File: config.mk
export PLATFORM = sky130hd
export DESIGN_NAME = serial_port
export DESIGN_NICKNAME = d
export VERILOG_FILES = /design/src/serial_port.v
export VERILOG_INCLUDE_DIRS = /design/src /design/src/src
export SDC_FILE = /design/constraint.sdc
export NUM_CORES = 1
export LEC_CHECK = 0
export ABC_AREA = 0
export BUFFER_PORTS_ARGS = -buffer_cell sky130_fd_sc_hd__clkbuf_2
export CORE_MARGIN = 5
export CORE_UTILIZATION = 28
export CTS_CLUSTER_DIAMETER = 50
export DETAILED_ROUTE_END_ITERATION = 12
export GPL_TIMING_DRIVEN = 0
export MAX_ROUTING_LAYER = met4
export PLACE_DENSITY_LB_ADDON = 0.12
export SLEW_MARGIN = 10
export SYNTH_ARGS = -nofsm -noshare
export SYNTH_HDL_FRONTEND = slang
export SYNTH_SLANG_ARGS = --single-unit
File: constraint.sdc
create_clock -name clk -period 8.65 [get_ports clk]
set_input_delay 0 -clock clk [delete_from_list [all_inputs] [get_ports clk]]
set_output_delay 0 -clock clk [all_outputs]
set_load 0.03 [all_outputs]
File: src/serial_port_defines.vh
// Purpose: Constants for the multi-mode serial port
// Assumes: 10 MHz system clock
// Notes:   Byte addresses on a 32-bit Avalon-MM slave
`ifndef SERIAL_PORT_DEFINES_VH
`define SERIAL_PORT_DEFINES_VH
// ==========================================================
// Register map
`define ADDR_DATA  4'h0
`define ADDR_CTRL  4'h4
`define ADDR_DIV   4'h8
`define ADDR_STAT  4'hC
// ==========================================================
// Control fields
`define CTL_MODE_LO 0
`define CTL_MODE_HI 1
`define CTL_LEN7    2
`define CTL_NINTH   3
`define CTL_EXTCLK  4
`define CTL_IRDA    5
`define CTL_SSEL_LO 6
`define CTL_SSEL_HI 7
`define CTL_GPO     8
`define CTL_RESET   9'h000
`define DAT_FLAG    9
`define STA_OVR     2
// ==========================================================
// Modes
`define MODE_ASYNC 2'h0
`define MODE_SYNC  2'h1
`define MODE_SDLC  2'h2
`define SSEL_FETCH 2'h0
`define SSEL_IACK  2'h1
`define SSEL_GPO   2'h2
// Boot encoding {pin0, pin1}
`define BOOT_RUN   2'h0
`define BOOT_SLAVE 2'h1
`define BOOT_SYNCA 2'h2
`define BOOT_ASYNA 2'h3
`define START_ADDR 16'h0000
// ==========================================================
// Timing
`define CLK_HZ     10000000
`define BOOT_BAUD  2400
`define OVERSAMPLE 16
`define BOOT_DIV   (`CLK_HZ / (`OVERSAMPLE * `BOOT_BAUD))
`define DIV_RESET  16'h0001
// Internal shift clock: bit time >= 128 / 0.80 clocks
`define SYNC_DIVN  128
`define SYNC_PCT   80
`define SYNC_HALF  ((`SYNC_DIVN * 100 + 2 * `SYNC_PCT - 1) / (2 * `SYNC_PCT))
`define PH_LAST    4'hF
`define PH_MID     4'h7
`define IR_PULSE   4'h3
`define FLAG_BYTE  8'h7E
`define STUFF_RUN  3'h5
`define FLAG_RUN   3'h6
`endif

File: src/serial_port.v
// Purpose: Multi-mode serial port with boot-mode capture and status pin
// Assumes: Avalon-MM slave, one wait state per access; same-clock
//          fetch/acknowledge strobes; pins synchronised here
// Notes:   Contract
// Contract
// - Async mode reaches system clock divided by sixteen.
// - Async character carries seven or eight data bits.
// - Optional ninth bit marks first byte of a message.
// - Clocked mode shifts each bit with a dedicated clock line.
// - Either this port or the partner drives the clock, never both.
// - Own clock bit rate at most 80% of clock over 128.
// - HDLC framing with stuffing, and IrDA pulses in that format.
// - Clock pin stays readable as an input in async mode.
// - Sample startup pins after reset; cold boot or run at zero.
// - Cable holds both pins high for program, low for run.
// - Status pin pulses on fetch, on acknowledge, or is an output.
// - Pin pairs select run, slave, clocked or 2400 bps async boot.
`include "serial_port_defines.vh"
module serial_port
(
    // Clock and reset
    input  wire        clk,
    input  wire        nrst,
    // Avalon-MM slave
    input  wire [3:0]  avs_address,
    input  wire        avs_read,
    input  wire        avs_write,
    input  wire [31:0] avs_writedata,
    output reg  [31:0] avs_readdata,
    output wire        avs_waitrequest,
    // Serial line
    input  wire        rxd,
    output reg         txd,
    output reg         irda_tx,
    input  wire        sclk_i,
    output reg         sclk_o,
    output wire        sclk_oe_n,
    // Startup mode pins
    input  wire        startup_mode_pin_0,
    input  wire        startup_mode_pin_1,
    output reg         boot_valid,
    output reg  [1:0]  boot_mode,
    output reg         cold_boot,
    output reg  [15:0] start_addr,
    // Processor status
    input  wire        first_fetch,
    input  wire        int_ack,
    output reg         status_n
);
// ==========================================================
// Pin synchronisers
reg        rxd_s1, rxd_q, rxd_p;
reg        sck_s1, sck_q;
reg  [1:0] sm_s1, sm_q;
always @(posedge clk)
begin
    if (!nrst)
    begin
        rxd_s1 <= 1'b1;
        rxd_q  <= 1'b1;
        rxd_p  <= 1'b1;
        sck_s1 <= 1'b1;
        sck_q  <= 1'b1;
        sm_s1  <= 2'h0;
        sm_q   <= 2'h0;
    end
    else
    begin
        rxd_s1 <= rxd;
        rxd_q  <= rxd_s1;
        rxd_p  <= rxd_q;
        sck_s1 <= sclk_i;
        sck_q  <= sck_s1;
        sm_s1  <= {startup_mode_pin_0, startup_mode_pin_1};
        sm_q   <= sm_s1;
    end
end
// ==========================================================
// Registers and bus
reg  [8:0]  ctrl_q;
reg  [15:0] div_q;
reg         ack_q;
reg  [8:0]  rx_data_q;
reg         rx_full_q, rx_ovr_q, tx_busy_q, rx_flag_q;
reg  [1:0]  boot_cnt_q;
wire [31:0] boot_div_w  = `BOOT_DIV;
wire [31:0] sync_half_w = `SYNC_HALF;
wire [1:0]  mode   = ctrl_q[`CTL_MODE_HI:`CTL_MODE_LO];
wire        m_sync = (mode == `MODE_SYNC);
wire        m_sdlc = (mode == `MODE_SDLC);
wire        len7   = ctrl_q[`CTL_LEN7];
wire        nin_en = ctrl_q[`CTL_NINTH];
wire        extclk = ctrl_q[`CTL_EXTCLK];
wire        rd_en  = avs_read & ack_q;
wire        wr_en  = avs_write & ack_q;
wire        wr_dat = wr_en & (avs_address == `ADDR_DATA);
wire        rd_dat = rd_en & (avs_address == `ADDR_DATA);
wire        wr_sta = wr_en & (avs_address == `ADDR_STAT);
assign avs_waitrequest = (avs_read | avs_write) & ~ack_q;
// Partner clock enters only while the pin is released
assign sclk_oe_n = ~(m_sync & ~extclk);
always @(posedge clk)
begin
    if (!nrst)
    begin
        ack_q        <= 1'b0;
        avs_readdata <= 32'h0000_0000;
        ctrl_q       <= `CTL_RESET;
        div_q        <= `DIV_RESET;
        boot_cnt_q   <= 2'h0;
        boot_valid   <= 1'b0;
        boot_mode    <= `BOOT_RUN;
        cold_boot    <= 1'b0;
        start_addr   <= `START_ADDR;
    end
    else
    begin
        ack_q <= (avs_read | avs_write) & ~ack_q;
        if (avs_read & ~ack_q)
        begin
            case (avs_address)
            `ADDR_DATA: avs_readdata <= {23'h0, rx_data_q};
            `ADDR_CTRL: avs_readdata <= {23'h0, ctrl_q};
            `ADDR_DIV:  avs_readdata <= {16'h0, div_q};
            // Clock pin level kept visible in every mode
            `ADDR_STAT: avs_readdata <= {25'h0, boot_mode, rx_flag_q,
                             sck_q, rx_ovr_q, rx_full_q, tx_busy_q};
            default:    avs_readdata <= 32'h0000_0000;
            endcase
        end
        if (wr_en & (avs_address == `ADDR_CTRL))
            ctrl_q <= avs_writedata[8:0];
        if (wr_en & (avs_address == `ADDR_DIV))
            div_q <= avs_writedata[15:0];
        // Pins are captured three edges after release, once sync settles
        if (!boot_valid)
            boot_cnt_q <= boot_cnt_q + 2'h1;
        if (!boot_valid && boot_cnt_q == 2'h2)
        begin
            boot_valid <= 1'b1;
            boot_mode  <= sm_q;
            cold_boot  <= (sm_q != `BOOT_RUN);
            start_addr <= `START_ADDR;
            if (sm_q == `BOOT_ASYNA)
            begin
                ctrl_q <= `CTL_RESET;
                div_q  <= boot_div_w[15:0];
            end
            else if (sm_q == `BOOT_SYNCA)
                ctrl_q <= {7'h00, `MODE_SYNC} | 9'h010;
        end
    end
end
// ==========================================================
// Bit rate generators
reg  [15:0] tcnt_q, hcnt_q;
reg         sck_gen_q, sc_prev_q;
wire [15:0] div_m1 = (div_q == 16'h0) ? 16'h0 : div_q - 16'h1;
wire        tick   = (tcnt_q >= div_m1);
wire [15:0] half   = (div_q < sync_half_w[15:0]) ? sync_half_w[15:0]
                                                 : div_q;
wire        sc     = extclk ? sck_q : sck_gen_q;
wire        s_rise = m_sync & sc & ~sc_prev_q;
wire        s_fall = m_sync & ~sc & sc_prev_q;
always @(posedge clk)
begin
    if (!nrst)
    begin
        tcnt_q    <= 16'h0;
        hcnt_q    <= 16'h0;
        sck_gen_q <= 1'b1;
        sc_prev_q <= 1'b1;
        sclk_o    <= 1'b1;
    end
    else
    begin
        tcnt_q    <= tick ? 16'h0 : tcnt_q + 16'h1;
        sc_prev_q <= sc;
        sclk_o    <= sck_gen_q;
        // Divider stays on the system clock; no derived clock domain
        if (!m_sync || extclk || !tx_busy_q)
        begin
            hcnt_q    <= 16'h0;
            sck_gen_q <= 1'b1;
        end
        else if (hcnt_q >= half - 16'h1)
        begin
            hcnt_q    <= 16'h0;
            sck_gen_q <= ~sck_gen_q;
        end
        else
            hcnt_q <= hcnt_q + 16'h1;
    end
end
// ==========================================================
// Transmitter
reg  [10:0] tx_sh_q;
reg  [3:0]  tx_left_q, tph_q;
reg  [2:0]  ones_q;
reg         tx_flag_q;
wire        nin_bit = nin_en ? avs_writedata[8] : 1'b1;
wire [9:0]  body = len7 ? {2'h3, nin_bit, avs_writedata[6:0]}
                        : {1'b1, nin_bit, avs_writedata[7:0]};
wire [3:0]  nbits = (len7 ? 4'h9 : 4'hA) + {3'h0, nin_en};
wire        dflag = avs_writedata[`DAT_FLAG];
wire [7:0]  sbyte = dflag ? `FLAG_BYTE : avs_writedata[7:0];
wire        tx_adv = m_sync ? (s_fall | s_rise)
                            : (tick & (tph_q == `PH_LAST));
wire [2:0]  ones_n = txd ? ones_q + 3'h1 : 3'h0;
always @(posedge clk)
begin
    if (!nrst)
    begin
        tx_sh_q   <= 11'h7FF;
        tx_left_q <= 4'h0;
        tph_q     <= 4'h0;
        ones_q    <= 3'h0;
        tx_flag_q <= 1'b0;
        tx_busy_q <= 1'b0;
        txd       <= 1'b1;
        irda_tx   <= 1'b0;
    end
    else
    begin
        irda_tx <= ctrl_q[`CTL_IRDA] & m_sdlc & tx_busy_q & ~txd
                   & (tph_q < `IR_PULSE);
        if (tick)
            tph_q <= tph_q + 4'h1;
        if (wr_dat & ~tx_busy_q)
        begin
            tx_busy_q <= 1'b1;
            tph_q     <= 4'h0;
            tx_flag_q <= dflag & m_sdlc;
            if (dflag & m_sdlc)
                ones_q <= 3'h0;
            if (mode == `MODE_ASYNC)
            begin
                tx_sh_q   <= {body, 1'b0};
                tx_left_q <= nbits;
                txd       <= 1'b0;
            end
            else
            begin
                tx_sh_q   <= {3'h7, sbyte};
                tx_left_q <= 4'h8;
                txd       <= sbyte[0];
            end
        end
        else if (tx_busy_q & tx_adv)
        begin
            // Clocked: new bit on each fall, done on the eighth rise so
            // the line clock parks high with no short last phase
            if (m_sync & s_rise)
            begin
                if (tx_left_q == 4'h1)
                    tx_busy_q <= 1'b0;
                tx_left_q <= tx_left_q - 4'h1;
            end
            else if (m_sync)
            begin
                tx_sh_q <= {1'b1, tx_sh_q[10:1]};
                txd     <= tx_sh_q[0];
            end
            else if (m_sdlc & ~tx_flag_q & (ones_n == `STUFF_RUN))
            begin
                txd    <= 1'b0;
                ones_q <= 3'h0;
            end
            else if (tx_left_q == 4'h1)
            begin
                tx_busy_q <= 1'b0;
                txd       <= 1'b1;
                ones_q    <= ones_n;
            end
            else
            begin
                tx_sh_q   <= {1'b1, tx_sh_q[10:1]};
                txd       <= tx_sh_q[1];
                tx_left_q <= tx_left_q - 4'h1;
                ones_q    <= ones_n;
            end
        end
    end
end
// ==========================================================
// Receiver
reg  [8:0] rx_sh_q;
reg  [3:0] rx_cnt_q, rph_q;
reg  [2:0] rones_q;
reg        rx_act_q;
wire       r_edge = rxd_q ^ rxd_p;
wire       r_samp = tick & (rph_q == `PH_MID) & ~m_sync;
wire [8:0] nsh    = {rxd_q, rx_sh_q[8:1]};
wire [3:0] k_a    = (len7 ? 4'h7 : 4'h8) + {3'h0, nin_en};
wire [8:0] dv_a   = rx_sh_q >> (4'h9 - k_a);
wire [8:0] dv_x   = len7 ? {1'b0, nin_en & dv_a[7], dv_a[6:0]}
                         : {nin_en & dv_a[8], dv_a[7:0]};
reg        dlv;
reg  [8:0] dlv_val;
always @*
begin
    dlv     = 1'b0;
    dlv_val = {1'b0, nsh[8:1]};
    if (s_rise & (rx_cnt_q == 4'h7))
        dlv = 1'b1;
    else if (r_samp & m_sdlc & rxd_q & (rx_cnt_q == 4'h7))
        dlv = 1'b1;
    else if (r_samp & m_sdlc & ~rxd_q & (rones_q < `STUFF_RUN)
             & (rx_cnt_q == 4'h7))
        dlv = 1'b1;
    else if (r_samp & rx_act_q & (mode == `MODE_ASYNC)
             & (rx_cnt_q == k_a + 4'h1))
    begin
        dlv     = 1'b1;
        dlv_val = dv_x;
    end
end
always @(posedge clk)
begin
    if (!nrst)
    begin
        rx_sh_q   <= 9'h000;
        rx_cnt_q  <= 4'h0;
        rph_q     <= 4'h0;
        rones_q   <= 3'h0;
        rx_act_q  <= 1'b0;
        rx_data_q <= 9'h000;
        rx_full_q <= 1'b0;
        rx_ovr_q  <= 1'b0;
        rx_flag_q <= 1'b0;
    end
    else
    begin
        // Edge resync keeps the mid-bit sample centred
        rph_q <= r_edge ? 4'h0 : (tick ? rph_q + 4'h1 : rph_q);
        if (dlv)
        begin
            rx_data_q <= dlv_val;
            rx_cnt_q  <= 4'h0;
            rx_act_q  <= 1'b0;
        end
        // Set wins over the clearing read or write
        rx_full_q <= dlv | (rx_full_q & ~rd_dat);
        rx_ovr_q  <= (dlv & rx_full_q)
                     | (rx_ovr_q & ~(wr_sta & avs_writedata[`STA_OVR]));
        // Clear sits before the flag detector so a same-cycle flag wins
        if (wr_sta & avs_writedata[3])
            rx_flag_q <= 1'b0;
        if (m_sync)
        begin
            if (s_rise & ~dlv)
            begin
                rx_sh_q  <= nsh;
                rx_cnt_q <= rx_cnt_q + 4'h1;
            end
        end
        else if (m_sdlc)
        begin
            if (r_samp)
            begin
                rones_q <= rxd_q ? rones_q + 3'h1 : 3'h0;
                if (~rxd_q & (rones_q == `FLAG_RUN))
                begin
                    rx_cnt_q  <= 4'h0;
                    rx_flag_q <= 1'b1;
                end
                else if (~rxd_q & (rones_q == `STUFF_RUN))
                    rx_cnt_q <= rx_cnt_q;
                else if (~dlv)
                begin
                    rx_sh_q  <= nsh;
                    rx_cnt_q <= rx_cnt_q + 4'h1;
                end
            end
        end
        else if (!rx_act_q)
        begin
            if (r_edge & ~rxd_q)
            begin
                rx_act_q <= 1'b1;
                rx_cnt_q <= 4'h0;
            end
        end
        else if (r_samp & ~dlv)
        begin
            if ((rx_cnt_q == 4'h0) & rxd_q)
                rx_act_q <= 1'b0;
            else
            begin
                if (rx_cnt_q != 4'h0)
                    rx_sh_q <= nsh;
                rx_cnt_q <= rx_cnt_q + 4'h1;
            end
        end
    end
end
// ==========================================================
// Status pin
always @(posedge clk)
begin
    if (!nrst)
        status_n <= 1'b1;
    else
    begin
        case (ctrl_q[`CTL_SSEL_HI:`CTL_SSEL_LO])
        `SSEL_FETCH: status_n <= ~first_fetch;
        `SSEL_IACK:  status_n <= ~int_ack;
        `SSEL_GPO:   status_n <= ctrl_q[`CTL_GPO];
        default:     status_n <= 1'b1;
        endcase
    end
end
endmodule // serial_port

[Word level (Yosys, flattened, before mapping)]
Index checks and enable logic that the tools add are counted.
Cells by class
  shift-type cells: 1
  eq/ne operators: 33
  magnitude comparators: 5
  reductions and logical operators: 29
  muxes and demuxes: 97
  bitwise logic cells: 72
  add/sub/neg operators: 15
Operator list (number)
  two-way mux 9 bit: 21
  two-way mux 16 bit: 5
  two-way mux 4 bit: 20
  two-way mux 11 bit: 6
  case mux 16 bit (4 select lines): 1
  bitwise AND 1 bit: 50
  adder 16 x 1 -> 16 bit (second input constant): 2
  greater-or-equal comparator 16 bit: 2
  two-way mux 1 bit: 32
  subtractor 16 x 1 -> 16 bit (second input constant): 2
  two-way mux 3 bit: 8
  inequality test 3 bit (second input constant): 8
  inverter 1 bit: 17
  adder 4 x 1 -> 4 bit (second input constant): 4
  logical NOT 16 bit: 1
  < comparator 16 x 7 -> 1 bit (second input constant): 1
  == test 4 x 3 -> 1 bit (second input constant): 3
  == test 4 bit (second input constant): 3
  AND reduction 4 bit: 3
  == test 2 bit (second input constant): 5
  two-way mux 10 bit: 1
  == test 3 bit (second input constant): 3
  AND reduction 9 bit: 1
  nonzero test 3 bit: 3
  other kinds (32): 50
Storage, ports and cells
  word-level logic and storage cells: 290
  bits in registers: 168
  bits of input ports: 46
  output and inout port bits: 58

[Longest topological paths before layout]
Gate-level depths: netlist (run 1).
  word-level depth: 19
  depth in mapped cells: 22
  gate-level depth less buffers: 19

[Worst setup path before layout (run 1)]
OpenSTA, ideal clock, no wires.
  path type: register to register
  start point: reg div_q[8]
  end point: reg hcnt_q[10]
  period minus slack after synthesis: 4094 ps
  arrival time: 3966 ps
  data required time: 8522 ps
  stages on the path, launching flop included: 21
  library setup time: 128 ps
  path slack: 4556 ps
  buffers on the path: 3
  cells stage by stage: dfxtp_1 > clkbuf_1 > nor2_1 > nand2_1 > or3_1 > or3_1 > inv_1 > nand3b_1 > clkbuf_1 > nand2_1 > ha_1 > and3_1 > nand2_1 > xor2_1 > ha_1 > nand4_1 > nor4_1 > a21oi_1 > o211ai_1 > clkbuf_1 > nor2_1
On the way
  word-level cells in the longest chain between the ends: 5
RTL lines
  from (decl): RTL line serial_port.v:81  | reg [15:0] div_q;
  from (signal assigned): RTL line serial_port.v:109  | div_q <= `DIV_RESET;
  from (signal assigned): RTL line serial_port.v:134  | div_q <= avs_writedata[15:0];
  from (signal assigned): RTL line serial_port.v:147  | div_q <= boot_div_w[15:0];
  < comparator 16 x 7 -> 1 bit: RTL line serial_port.v:160  | wire [15:0] half = (div_q < sync_half_w[15:0]) ? sync_half_w[15:0]
  two-way mux 16 bit (*): RTL line serial_port.v:160
  subtractor 16 x 1 -> 16 bit (*): RTL line serial_port.v:186  | else if (hcnt_q >= half - 16'h1)
  greater-or-equal comparator 16 bit (*): RTL line serial_port.v:186
  OR reduction 3 bit (no line) (*)
  to (signal assigned): RTL line serial_port.v:192  | hcnt_q <= hcnt_q + 16'h1;
  to (decl): RTL line serial_port.v:156  | reg [15:0] tcnt_q, hcnt_q;
Every way passes the cells marked *; elsewhere a longest branch is shown, timed or not.
A chain may end at the register's enable or synchronous reset.

[Worst setup path after layout (run 1)]
  start point: reg div_q[8]
  end point: reg hcnt_q[14]
The elaborated chain is that of the path after synthesis.

==> out/summary.txt, run 1 <==
status = complete, no violations
Seq/Total Area, Yosys = 34.6%
Starting Density = 28.5%
hold_buf cts = 24
GP Congestion = 0.828
hpwl dp = 20,500 um
setup ws final = 3.42 ns
CP startpoint = div_q[8]$_SDFF_PN0_
full die area = 0.0348 mm^2
CP endpoint kind = flip-flop
Hold Fails Final Rpt = 0
all-layer global routing usage = 15.5%
Worst Hold Class = input pin to flip-flop
Final Power = 1.72 mW
worst r2r src = div_q[8]$_SDFF_PN0_
Syn Inst Count = 1,068
Max Slew Vio Count = 0
Unique masters post-synth = 76
initial antenna violation count = 0
pwr dens = 164 mW/mm^2
actual slew at the worst max-slew pin = 0.840 ns
Fin Setup TNS = 0 ns
syn avg cell area = 8.18 um^2
# nets final = 1,298
Die X-Extent = 187 um
fill cell count = 3,275
share of cells above drive strength 1 = 13.0%
Num CTS Buffers = 17
Ant. Diodes = 0
WL final = 26,700 um
PostCTS Resize Cnt = 0
clk root buf = clkbuf_16
vias in the first global route = 7,485
pre-CTS WS = 3.48 ns
FMAX = 191 MHz
port bufs = 54
Hold WS = 0.0418 ns
vias per inst = 4.80
Synth Cell Area = 0.00874 mm^2
TritonCTS clock tree = built
Max clock buf depth = 2
number of synthesized flops with an enable pin = 0
clock slew at reported path FFs = 0.08 ns
clk sink count = 151
Skew-Pair Late Insertion Delay = 0.44 ns
final setup fails = 0
largest net degree at the start of global routing = 19
num rows = 64
WL per Instance = 16.7 um
Core ar. = 0.0307 mm^2
hold path start = avs_writedata[9]
placed cell count = 1,549
type of the worst setup path = flip-flop to flip-flop
ANT nets after route = 0
GRT overflow = 0
Initial DRT Pass Iterations = 5
Rel. slew slack = 43.7%
Synth Register Bits = 151
type of origin of the critical path = flip-flop
ys async rst share = 0%
Yosys warning count = 0
multi-input logic area = 0.00520 mm^2
MaxCap Viol Count = 0
first-pass GRT wire length = 42,600 um
Most used DFF post-synth = dfxtp_1
Critical Path AT = 5.53 ns
Tcrit/Tclk final = 60.4%
Final Cell Area = 0.0105 mm^2
Post-Route Skew = 0.0190 ns
Storage cell area = 0.00302 mm^2
setup repair bufs after CTS = 0
I/O Pins = 104
initial DRC count = 530
post-layout minimum cycle time = 5.23 ns
H-Tree Depth = 4
DRC Markers = 0
Post-Layout Cell Count = 1,605
fin util = 34.2%
Vias = 7,712
Die Ht = 187 um
Placed Area = 0.00962 mm^2
worst vdd ir = 0.104 mV
Synth-to-Final Area Change = 19.9%
Worst Path Required = 8.95 ns
Max FO, Critical Path = 10
P_leak = 4.26 nW
RSZ-0062 raised after global routing = no
[final timing paths]
check                                             end  slack, ns  cells after the start
worst max-delay path            hcnt_q[14]$_SDFF_PP0_       3.42                     22
worst min-delay path              div_q[9]$_SDFF_PN0_       0.04                      3
worst max register to register  hcnt_q[14]$_SDFF_PP0_       3.42                     22
worst min register to register       rxd_q$_SDFF_PN1_       0.42                      1
[registers in the layout (all words and copies together) (netlist names), 3 cells and up]
name and count:
rx_data_q 9, tx_sh_q 10, rones_q 3, rx_cnt_q 4
tcnt_q 16, ctrl_q 9, avs_readdata 16, ones_q 3
hcnt_q 16, div_q 16, rph_q 4, tx_left_q 4
tph_q 4, rx_sh_q 9
[metal layers]
metal	wire, um	up-vias	track usage, %
met2	12100	173	24.1
met5	0	-	-
li1	-	3896	-
met4	348	0	3.42
met1	13200	3618	21.4
met3	1070	25	2.54
[cells by family after synthesis]
logic type,share of synthesized area (%)
muxes,6.69
adders and majority gates,8.02
AOI/OAI and AO/OA,14.0
buffers and inverters,7.25
and+or+nand+nor,23.3
xor gates and xnor gates,6.09
other,0.0429
DFF,34.6
[synthesized netlist by cell type (all sizes together) (3+ instances only)]
cell type / number / share of area (%)
a21oi: 82 / 4.7
nand2: 143 / 6.2
a22oi: 20 / 1.7
nand3: 31 / 2.2
and4: 3 / 0.33
and3: 12 / 0.86
mux4: 7 / 1.8
nand3b: 3 / 0.26
mux2: 5 / 0.64
or3: 9 / 0.64
nor2: 129 / 5.5
and2: 11 / 0.82
buf: 43 / 3.7
a32oi: 3 / 0.30
o22ai: 7 / 0.50
o21ai: 49 / 2.9
o21a: 3 / 0.26
a21o: 5 / 0.43
ha: 56 / 8.0
nor3: 20 / 1.1
xnor2: 28 / 2.8
o211ai: 6 / 0.52
nor2b: 8 / 0.57
xor2: 30 / 3.0
dfxtp: 151 / 35
clkbuf: 40 / 1.8
or4: 6 / 0.52
a211oi: 3 / 0.32
nand2b: 16 / 1.1
nor3b: 6 / 0.57
mux2i: 37 / 4.2
nand4: 13 / 1.0
or2: 3 / 0.21
a31oi: 7 / 0.50
inv: 39 / 1.7
nor4: 9 / 0.64
[placed cells by master, fill, tap and decap left out, types with 16 or more instances in the layout]
cell	netlist	final
a21oi_1	82	82
clkbuf_1	39	39
nor2_1	129	129
nor3_1	20	19
dlygate4sd3_1	0	24
conb_1	1	32
xnor2_1	28	28
ha_1	56	56
nand2b_1	16	16
dfxtp_1	151	151
a22oi_1	20	20
clkbuf_16	0	17
nand2_1	142	142
clkbuf_2	0	54
buf_4	34	34
mux2i_1	37	37
xor2_1	30	30
o21ai_0	48	48
nand3_1	28	28
inv_1	39	39
[area by class of cell]
| type | count | share of cell area (%) |
|---|---|---|
| Sequential cell | 151 | 28.9 |
| Clock buffer | 17 | 4.06 |
| Tap cell | 396 | 4.73 |
| Multi-Input combinational cell | 826 | 49.7 |
| Inverter | 39 | 1.40 |
| Clock inverter | 15 | 1.77 |
| Timing Repair Buffer | 78 | 4.87 |
| Buffer | 83 | 4.65 |
[worst max-delay path, stage by stage (launching register included)]
cell and delay [ns]:
dfxtp_1 0.30, clkbuf_1 0.23, nor2_1 0.24, nand2_1 0.11, or3_1 0.33, or3_1 0.38
inv_1 0.12, nand3b_1 0.10, clkbuf_1 0.22, nand2_1 0.18, ha_1 0.26, and3_1 0.27
nand2_1 0.09, xor2_1 0.15, ha_1 0.31, a21o_1 0.13, a21o_1 0.11, a21oi_1 0.05
o21ai_0 0.21, a21oi_1 0.14, o211ai_1 0.63, clkbuf_1 0.45, nor2_1 0.10
[power breakdown]
part | total [mW] | leakage (nW) | switching (mW) | internal [mW]
logic | 0.214 | 2.75 | 0.131 | 0.0835
registers | 0.737 | 1.22 | 0.0205 | 0.716
clock network | 0.768 | 0.286 | 0.376 | 0.392
total | 1.72 | 4.26 | 0.527 | 1.19
No activity file was read; power rests on OpenSTA's default activity.
==> run 2, diff against run 1 <==
==> constraint.sdc (replaced) <==
create_clock -name clk -period 4.6 [get_ports clk]
set_input_delay 0 -clock clk [delete_from_list [all_inputs] [get_ports clk]]
set_output_delay 0 -clock clk [all_outputs]
set_load 0.03 [all_outputs]
==> run 2 against run 1 <==
Against the previous run: clock power up 88%; critical path depth shrank 3; combinational power increased by 89%; sequential power up 89%; critical endpoint is now rx_cnt_q[0]$_SDFFE_PN0P_; hold slack got worse by 0.0013 ns; via count is 0.79% higher; fmax up 22%; first-iteration DRC count is 6.4% lower; worst setup slack got worse by 3.1 ns; final area is 1.3% higher.
==> out/summary.txt, run 2 (synthesized netlist as in run 1, its figures left out) <==
status = complete, no violations
Num CTS Buffers = 17 (unchanged)
Worst Path Required = 4.91 ns (-4.04 ns)
final setup fails = 0 (unchanged)
port bufs = 54 (unchanged)
full die area = 0.0348 mm^2 (unchanged)
met3 WL = 1050 um (-2.4%)
first-pass GRT wire length = 42,800 um (+0.42%)
commonest non-fill, non-tap cell in the layout = dfxtp_1
Placed Area = 0.00962 mm^2 (unchanged)
Worst Hold Class = input pin to flip-flop
Tcrit/Tclk final = 93.0% (+33 points)
Vias = 7,773 (+0.79%)
type of the worst setup path = flip-flop to flip-flop
placed cell count = 1,549 (unchanged)
wl on met1 = 13,300 um (+0.68%)
worst vdd ir = 0.196 mV (+88%)
clock slew at reported path FFs = 0.08 ns (about the same)
ANT nets after route = 0 (unchanged)
vias in the first global route = 7,521 (+0.48%)
Starting Density = 28.5% (unchanged)
hpwl dp = 20,500 um (unchanged)
share of cells above drive strength 1 = 15.0% (+2.1 points)
clk root buf = clkbuf_16
largest net degree at the start of global routing = 19 (unchanged)
initial DRC count = 496 (-6.4%)
initial antenna violation count = 0 (unchanged)
wire length on met2 = 12,200 um (+1.5%)
Core ar. = 0.0307 mm^2 (unchanged)
fill cell count = 3,281 (+0.18%)
all-layer global routing usage = 15.6% (+0.052 points)
Final Power = 3.24 mW (+88%)
Max FO, Critical Path = 10 (unchanged)
type of origin of the critical path = flip-flop
num rows = 64 (unchanged)
RSZ-0062 raised after global routing = yes
# nets final = 1,305 (+0.54%)
CP endpoint kind = flip-flop
Critical Path AT = 4.59 ns (-0.94 ns)
clk sink count = 151 (unchanged)
WL per Instance = 16.7 um (+0.39%)
TritonCTS clock tree = built
Post-Route Skew = 0.0195 ns (+0.000451 ns)
I/O Pins = 104 (unchanged)
actual slew at the worst max-slew pin = 0.833 ns (-0.00665 ns)
Final Cell Area = 0.0106 mm^2 (+1.3%)
Rel. slew slack = 44.1% (+0.45 points)
Hold WS = 0.0406 ns (-0.00125 ns)
DRC Markers = 0 (unchanged)
GRT overflow = 0 (unchanged)
GP Congestion = 0.828 (unchanged)
Die Ht = 187 um (unchanged)
vias per inst = 4.82 (+0.35%)
Fin Setup TNS = 0 ns (unchanged)
pwr dens = 305 mW/mm^2 (+86%)
setup ws final = 0.320 ns (-3.10 ns)
Synth-to-Final Area Change = 21.4%
Die X-Extent = 187 um (unchanged)
top sig layer = met4
Max clock buf depth = 2 (unchanged)
Ant. Diodes = 0 (unchanged)
Max Slew Vio Count = 0 (unchanged)
WL final = 26,900 um (+0.83%)
most frequent cells in the layout = dfxtp_1 (147), nand2_1 (141), nor2_1 (127), a21oi_1 (81), ha_1 (55)
Hold Fails Final Rpt = 0 (unchanged)
post-layout minimum cycle time = 4.28 ns (-0.947 ns)
FMAX = 234 MHz (+22%)
MaxCap Viol Count = 0 (unchanged)
pre-CTS WS = -0.566 ns (-4.05 ns)
Post-Layout Cell Count = 1,612 (+0.44%)
Skew-Pair Late Insertion Delay = 0.43 ns (about the same)
H-Tree Depth = 4 (unchanged)
P_leak = 4.33 nW (+1.8%)
Initial DRT Pass Iterations = 5 (unchanged)
fin util = 34.6% (+0.44 points)
-- run 2: routing by layer --
metal,vias to the layer above,global-route usage (%)
met3,23,2.54
met1,3662,21.4
met5,-,-
met4,0,3.42
li1,3914,-
met2,174,24.2
-- run 2: layout make-up --
cell class / instances / area [um^2] / share of cell area (%)
Tap cell: 396 / 495 / 4.67
Buffer: 80 / 494 / 4.66
Sequential cell: 151 / 3030 / 28.5
Clock inverter: 15 / 185 / 1.75
Clock buffer: 17 / 425 / 4.01
Inverter: 39 / 146 / 1.38
Multi-Input combinational cell: 826 / 5250 / 49.5
Timing Repair Buffer: 88 / 586 / 5.52
-- run 2: power breakdown --
group          internal (mW)  switching (mW)  total, mW
registers               1.35          0.0392       1.39
clock network          0.738           0.707       1.44
logic                  0.159           0.246      0.405
total                   2.24           0.993       3.24
-- run 2: worst paths after layout --
path | start | to | slack [ns] | depth (start not counted)
min reg2reg | rxd_s1$_SDFF_PN1_ | rxd_q$_SDFF_PN1_ | 0.42 | 1
max | div_q[8]$_SDFF_PN0_ | rx_cnt_q[0]$_SDFFE_PN0P_ | 0.32 | 19
min | avs_writedata[9] | div_q[9]$_SDFF_PN0_ | 0.04 | 3
max reg2reg | div_q[8]$_SDFF_PN0_ | rx_cnt_q[0]$_SDFFE_PN0P_ | 0.32 | 19
-- run 2: what timing repair did --
item	CTS	global route
hold buffers	24	0
setup endpoints to repair	60	68
gates cloned	1	0
pin swaps	2	3
hold endpoints to repair	29	0
setup buffers	2	7
gates resized for setup	7	19
-- run 2: worst max-delay path, cell delays in order, from the launching register on --
cell and delay (ns):
dfxtp_2 0.39, nor2_2 0.17, nand2_1 0.09, or3_1 0.32, or3_1 0.37, inv_1 0.13
nand3_2 0.16, buf_4 0.22, nand2_1 0.08, ha_1 0.17, nand4_2 0.11, or4_1 0.54
o32a_2 0.37, and3_1 0.16, buf_6 0.14, o21ai_4 0.27, buf_4 0.16, a21oi_1 0.03
o221ai_1 0.20, a31oi_1 0.06
==> run 3, diff against run 2 <==
--- a/config.mk
+++ b/config.mk
@@ -9,8 +9,9 @@
 export ABC_AREA = 0
 export BUFFER_PORTS_ARGS = -buffer_cell sky130_fd_sc_hd__clkbuf_2
 export CORE_MARGIN = 5
-export CORE_UTILIZATION = 28
+export CORE_UTILIZATION = 53
 export CTS_CLUSTER_DIAMETER = 50
+export CTS_CLUSTER_SIZE = 28
 export DETAILED_ROUTE_END_ITERATION = 12
 export GPL_TIMING_DRIVEN = 0
 export MAX_ROUTING_LAYER = met4
==> run 3 against run 2 <==
Against the previous run: sequential share of layout area increased by 0.63 points; global-route usage increased by 9.2 points; flip-flop and latch count unchanged; hold slack got worse by 0.0085 ns; clock skew about the same; via count increased by 0.42%; sequential power about the same; clock power increased by 5%; critical path depth decreased by 1; worst setup slack got worse by 0.087 ns; first-iteration DRC count increased by 14%; die area decreased by 45%; highest routed layer unchanged.
==> out/summary.txt, run 3 (synthesized netlist as in run 1, its figures left out) <==
status = complete, no violations
Critical Path AT = 4.68 ns (+0.09 ns)
P_leak = 4.33 nW (about the same)
Max Slew Vio Count = 0 (unchanged)
Final Power = 3.30 mW (+1.8%)
Starting Density = 53.4% (+25 points)
ANT nets after route = 0 (unchanged)
CP endpoint kind = flip-flop
reg2reg path depth = 18 (-1)
hpwl dp = 17,200 um (-16%)
TritonCTS clock tree = built
port bufs = 54 (unchanged)
Max FO, Critical Path = 9 (-1)
Tcrit/Tclk final = 94.9% (+1.9 points)
actual slew at the worst max-slew pin = 0.878 ns (+0.0445 ns)
FMAX = 229 MHz (-2.0%)
vias in the first global route = 7,261 (-3.5%)
Num CTS Buffers = 17 (unchanged)
share of cells above drive strength 1 = 14.5% (-0.52 points)
Worst Hold Class = input pin to flip-flop
Hold Fails Final Rpt = 0 (unchanged)
all-layer global routing usage = 24.7% (+9.2 points)
Post-Route Skew = 0.0194 ns (-0.000129 ns)
Hold Path Depth = 3 (unchanged)
most frequent cells in the layout = dfxtp_1 (151), nand2_1 (142), nor2_1 (127), a21oi_1 (81), ha_1 (55)
Final Cell Area = 0.0104 mm^2 (-2.3%)
worst r2r src = div_q[2]$_SDFF_PN0_
commonest non-fill, non-tap cell in the layout = dfxtp_1
Placed Area = 0.00940 mm^2 (-2.3%)
I/O Pins = 104 (unchanged)
Post-Layout Cell Count = 1,431 (-11%)
Die X-Extent = 138 um (-26%)
Die Ht = 138 um (-26%)
worst vdd ir = 0.315 mV (+61%)
type of the worst setup path = flip-flop to flip-flop
largest net degree at the start of global routing = 17 (-2)
WL per Instance = 16.1 um (-3.4%)
Storage cell area = 0.00302 mm^2 (-0.17%)
clock slew at reported path FFs = 0.07 ns (about the same)
Vias = 7,806 (+0.42%)
full die area = 0.0192 mm^2 (-45%)
type of origin of the critical path = flip-flop
initial DRC count = 564 (+14%)
num rows = 47 (-27%)
GRT overflow = 0 (unchanged)
Rel. slew slack = 41.2% (-3.0 points)
pwr dens = 318 mW/mm^2 (+4.3%)
vias per inst = 5.45 (+13%)
Initial DRT Pass Iterations = 6 (+1)
final setup fails = 0 (unchanged)
Skew-Pair Late Insertion Delay = 0.45 ns (+0.02 ns)
Core ar. = 0.0163 mm^2 (-47%)
clk root buf = clkbuf_16
H-Tree Depth = 4 (unchanged)
clk sink count = 151 (unchanged)
DRC Markers = 0 (unchanged)
Worst Path Required = 4.91 ns (about the same)
CP startpoint = div_q[2]$_SDFF_PN0_
first-pass GRT wire length = 37,700 um (-12%)
# nets final = 1,300 (-0.38%)
Synth-to-Final Area Change = 18.6%
GP Congestion = 0.953 (+15%)
hold path start = avs_writedata[9]
fill cell count = 1,437 (-56%)
Max clock buf depth = 2 (unchanged)
MaxCap Viol Count = 0 (unchanged)
post-layout minimum cycle time = 4.37 ns (+0.0871 ns)
multi-input logic area = 0.00525 mm^2 (about the same)
WL final = 23,100 um (-14%)
Hold WS = 0.0321 ns (-0.00847 ns)
initial antenna violation count = 0 (unchanged)
placed cell count = 1,373 (-11%)
Ant. Diodes = 0 (unchanged)
[run 3: changes by cell type in the layout (fill, tap and decap cells not counted), moves of 2 or more]
| cell | previous run | this run |
|---|---|---|
| buf_4 | 43 | 40 |
| bufinv_16 | 0 | 3 |
| clkbuf_1 | 34 | 32 |
| clkinv_8 | 6 | 1 |
| clkinvlp_4 | 3 | 1 |
| dfxtp_1 | 147 | 151 |
| dfxtp_2 | 4 | 0 |
| inv_6 | 1 | 4 |
[run 3: metal layers]
metal,up-vias,share of wire [%],track usage [%]
met4,0,1.3,5.98
met2,268,44,36.2
li1,3900,-,-
met5,-,0,-
met1,3617,47,34.3
met3,21,7.3,6.60
[run 3: worst paths after layout]
path / to / slack, ns
max: rx_sh_q[4]$_SDFFE_PN0P_ / 0.23
min: div_q[9]$_SDFF_PN0_ / 0.03
max reg2reg: rx_sh_q[4]$_SDFFE_PN0P_ / 0.23
min reg2reg: sck_q$_SDFF_PN1_ / 0.41
[run 3: final cells by class]
cell class,count,area share (%)
clock inverter,15,2.00
sequential,151,29.2
multi-input combinational,826,50.6
inverter,39,1.41
timing repair buffer,85,5.46
clock buffer,17,4.10
tap,220,2.66
buffer,78,4.58
[run 3: where the power goes]
group	total (mW)	internal [mW]	switching (mW)
clock	1.51	0.879	0.633
sequential	1.39	1.35	0.0380
combinational	0.398	0.158	0.240
total	3.30	2.38	0.911
[run 3: repair_timing]
action,CTS,global route
gates resized for setup,5,13
endpoints found under the setup margin,11,67
hold endpoints to repair,30,0
hold buffers,25,0
setup buffers,1,5
pin swaps,1,3
[run 3: critical path, stage by stage (launching register included)]
cell and delay [ns]:
dfxtp_1 0.42, nor2_4 0.18, nand2_1 0.08, nor2_1 0.08, nand2_1 0.08, or3_1 0.36, or3_1 0.37, xnor2_2 0.23
nand2_1 0.10, ha_1 0.32, nand4_1 0.10, or4_1 0.51, o32a_2 0.36, nand3_4 0.13, nand2_1 0.19, nor3_1 0.26
o211ai_1 0.10, buf_2 0.21, mux2i_1 0.15
[run 3: metrics by stage]
stage          setup slack (ns)  utilization (%)  TNS [ns]
5_1_grt                 -0.0118             63.4   -0.0266
6_report                  0.233             63.4         0
3_5_place_dp             -0.377             57.5     -3.62
3_3_place_gp             -0.296             57.5     -2.83
4_1_cts                  0.0247             63.0         0
2_1_floorplan             0.506                -         0
